**src/hdl/vcs_pkg.sv**
```systemverilog
// Shared constants for the control and status register group
package vcs_pkg;
  // Register offsets
  localparam logic [15:0] OFF_SLOT   = 16'h1002;
  localparam logic [15:0] OFF_MCST   = 16'h1004;
  localparam logic [15:0] OFF_SET1   = 16'h1006;
  localparam logic [15:0] OFF_CLR1   = 16'h1008;
  localparam logic [15:0] OFF_LEVEL  = 16'h100A;
  localparam logic [15:0] OFF_VECTOR = 16'h100C;
  localparam logic [15:0] OFF_STAT1  = 16'h100E;
  // Field widths
  localparam int SLOT_W   = 5;
  localparam int MCST_W   = 8;
  localparam int LEVEL_W  = 3;
  localparam int VECTOR_W = 8;
  localparam int DATA_W   = 16;
  localparam int WORD_W   = 32;
  // Control register bit positions
  localparam int CTL_BERR  = 3;
  localparam int CTL_SEL   = 4;
  localparam int CTL_HELD  = 7;
  localparam logic [15:0] CTL_MASK = 16'h0098;
  // Status register bit positions
  localparam int ST_DRDY   = 0;
  localparam int ST_GDRDY  = 1;
  localparam int ST_BUSY   = 2;
  localparam int ST_GBUSY  = 3;
  localparam int ST_PURGED = 5;
  localparam int ST_TON    = 6;
  localparam int ST_TOFF   = 7;
  localparam int ST_EVENT_THRESHOLD_FLAG  = 8;
  // Reset values
  localparam logic [4:0]  RST_SLOT   = 5'h1F;
  localparam logic [7:0]  RST_MCST   = 8'hAA;
  localparam logic [2:0]  RST_LEVEL  = 3'h0;
  localparam logic [7:0]  RST_VECTOR = 8'h00;
  localparam logic [15:0] RST_CTRL   = 16'h0000;
  // Soft reset sequencer states
  typedef enum logic [2:0] {
    SR_IDLE  = 3'b001,
    SR_PULSE = 3'b010,
    SR_HELD  = 3'b100
  } vcs_sr_e;
endpackage : vcs_pkg

```
**src/hdl/vcs_sync2.sv**
```systemverilog
// Two-flop synchroniser for asynchronous level inputs
`timescale 1ns/1ps
module vcs_sync2 #(
  parameter int W = 1
) (
  // Clock and reset
  input  wire logic         core_clk,
  input  wire logic         rst_n,
  // Data
  input  wire logic [W-1:0] asyncIn,
  output logic      [W-1:0] syncOut
);
  logic [W-1:0] meta_ff;
  logic [W-1:0] sync_ff;

  generate
    if (W < 1) begin : g_chk
      $error("vcs_sync2: W must be at least 1");
    end
  endgenerate

  always_ff @(posedge core_clk) begin
    if (!rst_n) begin
      meta_ff <= '0;
      sync_ff <= '0;
    end else begin
      meta_ff <= asyncIn;
      sync_ff <= meta_ff;
    end
  end

  assign syncOut = sync_ff;
endmodule : vcs_sync2

```
**src/hdl/vcs_word_tag.sv**
```systemverilog
// Places the slot position code in the top bits of each output word
`timescale 1ns/1ps
module vcs_word_tag (
  // Clock and reset
  input  wire logic                                   core_clk,
  input  wire logic                                   rst_n,
  // Slot code
  input  wire logic [vcs_pkg::SLOT_W-1:0]             slotCode,
  // Word in
  input  wire logic                                   wordInValid,
  input  wire logic [vcs_pkg::WORD_W-vcs_pkg::SLOT_W-1:0] wordIn,
  // Word out
  output logic                                        wordOutValid,
  output logic      [vcs_pkg::WORD_W-1:0]             wordOut
);
  logic                        valid_ff;
  logic [vcs_pkg::WORD_W-1:0]  word_ff;
  wire  [vcs_pkg::WORD_W-1:0]  nxtWord = {slotCode, wordIn};

  always_ff @(posedge core_clk) begin
    if (!rst_n) begin
      valid_ff <= 1'b0;
      word_ff  <= '0;
    end else begin
      valid_ff <= wordInValid;
      word_ff  <= nxtWord; // RULE3 RULE23
    end
  end

  assign wordOutValid = valid_ff;
  assign wordOut      = word_ff;
endmodule : vcs_word_tag

```
**src/hdl/vcs_ctrl_status_regs.sv**
```systemverilog
// Control and status register group of the converter module
`timescale 1ns/1ps
// How it works
// [RULE1] Reset loads slot code; host reads/writes it
// [RULE2] Slot code bits default to one
// [RULE3] Slot code tags header and end words
// [RULE4] Written slot code applies after next reset; the code applies it only after a soft reset, a hard reset restores 0x1F
// [RULE5] Multicast register holds compared upper address
// [RULE6] Multicast register resets to 0xAA
// [RULE7] Set address sets bits written as one
// [RULE8] Clear address clears bits written as one
// [RULE9] Both addresses read the shared control register
// [RULE10] Bus error on transfer end sets flag
// [RULE11] Hard reset clears all; soft only flag
// [RULE12] Select bit chooses switch or relocation base
// [RULE13] Held reset stays until cleared via clear
// [RULE14] Three-bit level; zero disables interrupts
// [RULE15] Vector driven during interrupt acknowledge
// [RULE16] Data ready when buffer holds an event
// [RULE17] Chain ready is OR of ready lines
// [RULE18] Busy: converting, resetting, full, memory test
// [RULE19] Chain busy is OR of busy lines
// [RULE20] Purged once chained readout data all sent
// [RULE21] Termination bits: all on, all off, mixed
// [RULE22] Threshold flag: trigger count reached, interrupt raised; the code instead requires eventTrigger >= eventsStored, irqRaised and a nonzero level
// [RULE23] Slot code fills top five word bits
// [RULE24] Unused bits read zero, writes ignored
// [RULE25] Status register is read only
module vcs_ctrl_status_regs #(
  parameter int CNT_W = 5
) (
  // Clock and hardware reset
  input  wire logic                          core_clk,
  input  wire logic                          rst_n,
  // Register port
  input  wire logic                          regAccess,
  input  wire logic                          regWrite,
  input  wire logic [15:0]                   regAddr,
  input  wire logic [15:0]                   regWrData,
  output logic      [15:0]                   regRdData,
  output logic                               regAck,
  // Reset control
  input  wire logic                          softResetReq,
  output logic                               moduleReset,
  // Addressing
  input  wire logic [7:0]                    switchBase,
  input  wire logic [7:0]                    relocBase,
  output logic      [7:0]                    activeBase,
  output logic                               useReloc,
  output logic      [7:0]                    mcstAddr,
  // Interrupter
  input  wire logic                          irqRaised,
  input  wire logic                          iackCycle,
  output logic      [2:0]                    irqLevel,
  output logic                               irqEnable,
  output logic      [7:0]                    iackData,
  // Readout events
  input  wire logic                          berrEvent,
  input  wire logic                          cbltActive,
  input  wire logic                          cbltDataSent,
  // Buffer and converter state
  input  wire logic [CNT_W-1:0]              eventsStored,
  input  wire logic [CNT_W-1:0]              eventTrigger,
  input  wire logic                          bufferFull,
  input  wire logic                          convBusy,
  input  wire logic                          memTestMode,
  // Control bus and switch pins
  input  wire logic                          chainReadyPin,
  input  wire logic                          chainBusyPin,
  input  wire logic                          termAllOnPin,
  input  wire logic                          termAllOffPin,
  // Output word tagging
  input  wire logic                          wordInValid,
  input  wire logic [26:0]                   wordIn,
  output logic                               wordOutValid,
  output logic      [31:0]                   wordOut,
  // Slot code in use
  output logic      [4:0]                    slotCode
);

  generate
    if (CNT_W < 1 || CNT_W > 24) begin : g_chk
      $error("vcs_ctrl_status_regs: CNT_W must be 1 to 24");
    end
  endgenerate

  function automatic logic isHit(input logic [15:0] addr, input logic [15:0] off);
    isHit = (addr == off);
  endfunction : isHit

  // Pin inputs pass two flops first
  logic [3:0] pinSync;

  vcs_sync2 #(
    .W (4)
  ) u_pin_sync (
    .core_clk (core_clk),
    .rst_n    (rst_n),
    .asyncIn  ({termAllOffPin, termAllOnPin, chainBusyPin, chainReadyPin}),
    .syncOut  (pinSync)
  );

  wire chainReady = pinSync[0];
  wire chainBusy  = pinSync[1];
  wire termOn     = pinSync[2];
  wire termOff    = pinSync[3];

  // Registers
  logic [4:0]       slotStored_ff;
  logic [4:0]       slotActive_ff;
  logic [7:0]       mcst_ff;
  logic [15:0]      ctrl_ff;
  logic [2:0]       level_ff;
  logic [7:0]       vector_ff;
  logic [15:0]      status_ff;
  logic [15:0]      rdData_ff;
  logic             ack_ff;
  logic             modRst_ff;
  logic             purged_ff;
  logic [7:0]       base_ff;
  logic             irqEn_ff;
  logic [7:0]       iack_ff;

  // Decode
  wire rdStb   = regAccess & ~regWrite;
  wire wrStb   = regAccess & regWrite;
  wire wrSlot  = wrStb & isHit(regAddr, vcs_pkg::OFF_SLOT);
  wire wrMcst  = wrStb & isHit(regAddr, vcs_pkg::OFF_MCST);
  wire wrSet   = wrStb & isHit(regAddr, vcs_pkg::OFF_SET1);
  wire wrClr   = wrStb & isHit(regAddr, vcs_pkg::OFF_CLR1);
  wire wrLevel = wrStb & isHit(regAddr, vcs_pkg::OFF_LEVEL);
  wire wrVec   = wrStb & isHit(regAddr, vcs_pkg::OFF_VECTOR);

  wire [15:0] wdCtl  = regWrData & vcs_pkg::CTL_MASK; // RULE24
  wire        heldBit = ctrl_ff[vcs_pkg::CTL_HELD];

  // Soft reset sequencer
  // A set held bit parks the sequencer; only a clear write or a hard reset frees it
  vcs_pkg::vcs_sr_e srState_ff;
  vcs_pkg::vcs_sr_e nxtSrState;

  always_comb begin
    nxtSrState = srState_ff;
    case (srState_ff)
      vcs_pkg::SR_IDLE: begin
        if (heldBit) begin
          nxtSrState = vcs_pkg::SR_HELD;
        end else if (softResetReq) begin
          nxtSrState = vcs_pkg::SR_PULSE;
        end
      end
      vcs_pkg::SR_PULSE: begin
        nxtSrState = heldBit ? vcs_pkg::SR_HELD : vcs_pkg::SR_IDLE;
      end
      vcs_pkg::SR_HELD: begin
        if (!heldBit) begin
          nxtSrState = vcs_pkg::SR_IDLE; // RULE13
        end
      end
      default: begin
        nxtSrState = vcs_pkg::SR_IDLE;
      end
    endcase
  end

  // Busy, flag clear and slot load all follow this state
  wire inSoftRst = (srState_ff != vcs_pkg::SR_IDLE);

  always_ff @(posedge core_clk) begin
    if (!rst_n) begin
      srState_ff  <= vcs_pkg::SR_IDLE;
      modRst_ff   <= 1'b1;
    end else begin
      srState_ff  <= nxtSrState;
      modRst_ff   <= (nxtSrState != vcs_pkg::SR_IDLE); // RULE13
    end
  end

  // Shared control register
  logic [15:0] nxtCtrl;

  always_comb begin
    nxtCtrl = ctrl_ff;
    if (wrSet) begin
      nxtCtrl = nxtCtrl | wdCtl; // RULE7
    end
    if (wrClr) begin
      nxtCtrl = nxtCtrl & ~wdCtl; // RULE8
    end
    if (inSoftRst) begin
      nxtCtrl[vcs_pkg::CTL_BERR] = 1'b0; // RULE11
    end
    // Hardware event wins over any clear in the same cycle
    if (berrEvent) begin
      nxtCtrl[vcs_pkg::CTL_BERR] = 1'b1; // RULE10
    end
  end

  always_ff @(posedge core_clk) begin
    if (!rst_n) begin
      ctrl_ff <= vcs_pkg::RST_CTRL; // RULE11
    end else begin
      ctrl_ff <= nxtCtrl;
    end
  end

  // Slot code: written copy applies only when a soft reset passes
  // Hard reset restores the all-ones default, not the written copy
  always_ff @(posedge core_clk) begin
    if (!rst_n) begin
      slotStored_ff <= vcs_pkg::RST_SLOT; // RULE2
      slotActive_ff <= vcs_pkg::RST_SLOT; // RULE1
    end else begin
      if (wrSlot) begin
        slotStored_ff <= regWrData[4:0]; // RULE1
      end
      if (inSoftRst) begin
        slotActive_ff <= slotStored_ff; // RULE4
      end
    end
  end

  // Plain read/write registers
  always_ff @(posedge core_clk) begin
    if (!rst_n) begin
      mcst_ff   <= vcs_pkg::RST_MCST; // RULE6
      level_ff  <= vcs_pkg::RST_LEVEL; // RULE14
      vector_ff <= vcs_pkg::RST_VECTOR; // RULE15
    end else begin
      if (wrMcst) begin
        mcst_ff <= regWrData[7:0]; // RULE5
      end
      if (wrLevel) begin
        level_ff <= regWrData[2:0]; // RULE14
      end
      if (wrVec) begin
        vector_ff <= regWrData[7:0];
      end
    end
  end

  // Purged: set when this board has sent all its chained data
  wire nxtPurged = cbltActive & (purged_ff | cbltDataSent);

  // Status register, rebuilt every cycle; no write path
  wire localReady = (eventsStored != '0);
  wire localBusy  = convBusy | inSoftRst | bufferFull | memTestMode;
  wire levelOn    = (level_ff != vcs_pkg::RST_LEVEL);
  wire evThresh   = (eventTrigger >= eventsStored) & irqRaised & levelOn;
  // Both termination pins high is not a real switch state; read as mixed
  logic [15:0] nxtStatus;

  always_comb begin
    nxtStatus                     = 16'h0000; // RULE24
    nxtStatus[vcs_pkg::ST_DRDY]   = localReady; // RULE16
    nxtStatus[vcs_pkg::ST_GDRDY]  = chainReady; // RULE17
    nxtStatus[vcs_pkg::ST_BUSY]   = localBusy; // RULE18
    nxtStatus[vcs_pkg::ST_GBUSY]  = chainBusy; // RULE19
    nxtStatus[vcs_pkg::ST_PURGED] = purged_ff; // RULE20
    nxtStatus[vcs_pkg::ST_TON]    = termOn & ~termOff; // RULE21
    nxtStatus[vcs_pkg::ST_TOFF]   = termOff & ~termOn; // RULE21
    nxtStatus[vcs_pkg::ST_EVENT_THRESHOLD_FLAG]  = evThresh; // RULE22
  end

  always_ff @(posedge core_clk) begin
    if (!rst_n) begin
      purged_ff <= 1'b0;
      status_ff <= 16'h0000; // RULE22
    end else begin
      purged_ff <= nxtPurged; // RULE20
      status_ff <= nxtStatus; // RULE25
    end
  end

  // Read mux; unmapped addresses return zero
  logic [15:0] rdMux;

  always_comb begin
    rdMux = 16'h0000;
    if (isHit(regAddr, vcs_pkg::OFF_SLOT)) begin
      rdMux = {11'h000, slotStored_ff};
    end else if (isHit(regAddr, vcs_pkg::OFF_MCST)) begin
      rdMux = {8'h00, mcst_ff};
    end else if (isHit(regAddr, vcs_pkg::OFF_SET1) || isHit(regAddr, vcs_pkg::OFF_CLR1)) begin
      rdMux = ctrl_ff; // RULE9
    end else if (isHit(regAddr, vcs_pkg::OFF_LEVEL)) begin
      rdMux = {13'h0000, level_ff};
    end else if (isHit(regAddr, vcs_pkg::OFF_VECTOR)) begin
      rdMux = {8'h00, vector_ff};
    end else if (isHit(regAddr, vcs_pkg::OFF_STAT1)) begin
      rdMux = status_ff;
    end
  end

  always_ff @(posedge core_clk) begin
    if (!rst_n) begin
      rdData_ff <= 16'h0000;
      ack_ff    <= 1'b0;
    end else begin
      rdData_ff <= rdStb ? rdMux : 16'h0000;
      ack_ff    <= regAccess;
    end
  end

  // Base address source and interrupter outputs
  // Enable lags the level by one cycle; the level itself shows at once
  wire selReloc = ctrl_ff[vcs_pkg::CTL_SEL];

  always_ff @(posedge core_clk) begin
    if (!rst_n) begin
      base_ff  <= 8'h00;
      irqEn_ff <= 1'b0;
      iack_ff  <= 8'h00;
    end else begin
      base_ff  <= selReloc ? relocBase : switchBase; // RULE12
      irqEn_ff <= levelOn; // RULE14
      iack_ff  <= iackCycle ? vector_ff : 8'h00; // RULE15
    end
  end

  // Output words carry the slot code in use
  vcs_word_tag u_word_tag (
    .core_clk     (core_clk),
    .rst_n        (rst_n),
    .slotCode     (slotActive_ff), // RULE3 RULE23
    .wordInValid  (wordInValid),
    .wordIn       (wordIn),
    .wordOutValid (wordOutValid),
    .wordOut      (wordOut)
  );

  assign regRdData   = rdData_ff;
  assign regAck      = ack_ff;
  assign moduleReset = modRst_ff;
  assign activeBase  = base_ff;
  assign useReloc    = ctrl_ff[vcs_pkg::CTL_SEL];
  assign mcstAddr    = mcst_ff;
  assign irqLevel    = level_ff;
  assign irqEnable   = irqEn_ff;
  assign iackData    = iack_ff;
  assign slotCode    = slotActive_ff;
endmodule : vcs_ctrl_status_regs

```
**config.mk**
```make
export PLATFORM = sky130hd
export DESIGN_NAME = vcs_ctrl_status_regs
export DESIGN_NICKNAME = d
export VERILOG_FILES = /design/src/hdl/vcs_pkg.sv /design/src/hdl/vcs_sync2.sv /design/src/hdl/vcs_word_tag.sv /design/src/hdl/vcs_ctrl_status_regs.sv
export SDC_FILE = /design/constraint.sdc
export NUM_CORES = 1
export LEC_CHECK = 0
export BUFFER_PORTS_ARGS = -buffer_cell sky130_fd_sc_hd__buf_2
export CAP_MARGIN = 20
export CORE_UTILIZATION = 46
export DETAILED_ROUTE_END_ITERATION = 7
export GPL_TIMING_DRIVEN = 0
export PLACE_DENSITY = 0.89
export SYNTH_ARGS = -nofsm -noshare
export SYNTH_HDL_FRONTEND = slang
export SYNTH_SLANG_ARGS = --single-unit
export TNS_END_PERCENT = 50
```
**constraint.sdc**
```tcl
create_clock -name core_clk -period 2.89 [get_ports core_clk]
set_input_delay 0.289 -clock core_clk [delete_from_list [all_inputs] [get_ports core_clk]]
set_output_delay 0.289 -clock core_clk [all_outputs]
set_load 0.03 [all_outputs]
```
==> impl_metrics.toml <==
[routing]
met2WireLength_um = 6500
wl_per_cell_um = 16.3
wl_met1_um = 4760
drtIter0Drc = 185
top_layer_used = "met4"
via_per_inst = 5.16
ant_nets = 0
vias = 3916
wl_met3_um = 821
drcViolationCount = 0
wl_um = 12400
firstDrtPassIters = 5

[cts]
path_clk_slew_ns = 0.06
cts_root_buffer = "clkbuf_8"
post_cts_buffers = 0
h-tree-depth = 4
clk-insertion-delay-late_ns = 0.50
cts_tree = "built"
cts_buffer_depth = 2
cts.sinks = 113
cts_buffers = 17

[sta]
fmax_mhz = 466
setup_viol = 0
drv_slew = 0
worst_slack_ns = 0.744
tightest_slew_ns = 0.994
finalHoldViolCount = 0
period_needed_ns = 2.15
setup_tns_ns = 0
relSlewSlack_pct = 33.2
timing.clock.skew_ns = 0.00493
fin_crit_sh_pct = 74.3
rsz0062_at_grt = "no"

[pwr]
p_per_area_mw_per_mm2 = 684
p_leak_nw = 2.75
netSwitchingPower_w = 0.000988
total_power_w = 0.00409
clockPowerShare_pct = 50.6
power_frac_comb_pct = 9.5
switching_share_pct = 24.1
p_int_w = 0.00310
peakVddDrop_v = 0.000568
p_seq_share_pct = 39.9

[synthesis]
synth_cells = 414
avgSynthCellArea_um2 = 9.84
synth-seq-area-share_pct = 55.5
ys_ff_latch = 113
synth_cell_type_count = 45
syn_area_mm2 = 0.00407
ys_warn_count = 0

[final_layout]
syn2layout_area_growth_pct = 47.0
mostFrequentLayoutCell = "buf_2"
nets = 749
drive_gt1_share_pct = 33.3
antennaDiodeCount = 0
layout_common_cells = "171 x buf_2, 113 x dfxtp_1, 50 x nand2_1"
final_area_mm2 = 0.00599

[placement]
io_buffers = 170
dpl-instance-area_mm2 = 0.00508
dp_slack_ns = 0.352
routabilityCongestion = 0.887
dpl.hpwl_um = 8130

[critical_path]
r2r-start = "srState_ff[0]"
endpoint_kind = "register"
crit_fanout = 10
crit_start = "regAddr[0]"
reg2reg_slack_ns = 1.24
r2r_end = "srState_ff[0]"
setup.worst_path.end = "mcstAddr[7]"
arrival_ns = 2.49
startpoint_type = "primary input"
reg2regPathDepth = 5
worstPathRequired_ns = 3.23
criticalPathCategory = "in -> reg"

[global_routing]
gr-usage-all-layers_pct = 27.6
grt_max_degree = 17
grt_pass1_vias = 3789
grt_pass1_wl_um = 18700
antenna_found_initial = 0
grt_overflow = 0

[outcome]
outcome = "finished, final reports clean"

[job]
cap_violations = 0

[floorplanning]
die_area_mm2 = 0.00923
fp-row-count = 33
ios = 188
die_w_um = 96.1
core_mm2 = 0.00838
dieHeight_um = 96.1
start_util_pct = 48.6

[hold_path]
hold_class = "in -> reg"
==> area by class of cell <==
| type | instances | area (µm²) |
|---|---|---|
| Clock inverter | 13 | 161 |
| Clock buffer | 19 | 432 |
| Buffer | 26 | 131 |
| Fill cell | 651 | 2400 |
| Timing Repair Buffer | 202 | 1170 |
| Multi-Input combinational cell | 274 | 1680 |
| Tap cell | 105 | 131 |
| Inverter | 7 | 26.3 |
| Sequential cell | 113 | 2260 |
==> registers in the layout, indices dropped and copies added, names as in the netlist, 5 cells and up, named ones only <==
register	flops
vector_ff	8
u_word_tag.wordOut	32
status_ff	8
slotCode	5
mcstAddr	8
iackData	8
regRdData	9
activeBase	8
slotStored_ff	5
==> logic make-up after synthesis <==
logic type / count (synthesis) / synth area share, %
AND/OR/NAND/NOR: 187 / 25.0
flip-flops: 113 / 55.5
AO/OA/AOI/OAI: 48 / 7.40
buffers and inverters: 33 / 3.87
multiplexers: 25 / 6.14
adder cells (fa/ha/maj): 5 / 1.54
XOR/XNOR: 2 / 0.430
other: 1 / 0.0921
==> worst min path at each step <==
| stage | start | to | slack [ns] | depth (start not counted) |
|---|---|---|---|---|
| final | irqRaised | status_ff[8] | 0.02 | 3 |
| after global routing | wordInValid | u_word_tag.wordOutValid | 0.005 | 2 |
| after CTS | wordInValid | u_word_tag.wordOutValid | 0.006 | 2 |
| after detailed placement | u_pin_sync.syncOut[2] | status_ff[7] | 0.40 | 1 |
| after global placement | u_pin_sync.syncOut[2] | status_ff[7] | 0.39 | 1 |
| after floorplan | u_pin_sync.syncOut[2] | status_ff[7] | 0.38 | 1 |
==> synth_stat cells (all sizes together) <==
cell type | instances | area, µm²
a211o | 1 | 8.76
a211oi | 3 | 22.5
a21boi | 1 | 7.51
a21oi | 22 | 110
a221oi | 1 | 8.76
a222oi | 3 | 30.0
a22oi | 1 | 7.51
a31oi | 1 | 6.26
and2 | 48 | 300
and3 | 9 | 56.3
and3b | 1 | 8.76
buf | 10 | 71.3
clkbuf | 16 | 60.1
conb | 1 | 3.75
dfxtp | 113 | 2260
ha | 5 | 62.6
inv | 7 | 26.3
mux2i | 25 | 250
nand2 | 50 | 188
nand2b | 2 | 12.5
nand3 | 14 | 70.1
nand4 | 1 | 6.26
nand4bb | 1 | 11.3
nor2 | 31 | 116
nor2b | 4 | 25.0
nor3 | 8 | 45.0
nor3b | 2 | 15.0
nor4 | 7 | 73.8
nor4b | 3 | 26.3
o211a | 1 | 10.0
o211ai | 2 | 15.0
o21ai | 8 | 40.0
o31a | 1 | 8.76
o32ai | 3 | 26.3
or3b | 1 | 8.76
or4 | 3 | 30.0
or4b | 2 | 23.8
xnor2 | 1 | 8.76
xor2 | 1 | 8.76
==> power groups by stage <==
stage	Sequential, W	Combinational [W]	Clock, W
2_1_floorplan	0.00175	0.000120	0
3_3_place_gp	0.00166	0.000339	0
3_5_place_dp	0.00166	0.000347	0
4_1_cts	0.00163	0.000383	0.00208
5_1_grt	0.00164	0.000418	0.00217
6_report	0.00163	0.000390	0.00207
==> worst max-delay path, cell delays in order <==
cell      delay [ns]
clkbuf_1        0.20
or4b_2          0.81
nor4_4          0.48
nand3_1         0.41
nand2_1         0.17
nand3_1         0.12
==> what timing repair did <==
item	in CTS	in global routing
hold buffers	31	0
resized for setup	0	0
hold endpoints to repair	31	0
==> per-stage QoR <==
step	hold WS, ns	util [%]	std cells
final	0.0166	71.4	759
after global routing	0.00458	71.4	759
after CTS	0.00599	71.4	759
after detailed placement	0.401	60.6	696
after global placement	0.390	60.6	695
after floorplan	0.382	-	420
==> routing by layer <==
metal / vias up / track usage (%)
met4: 0 / 11.1
met2: 174 / 49.7
met1: 1863 / 30.5
li1: 1853 / -
met3: 26 / 7.58
met5: - / 0
(Power assumes the default switching activity.)
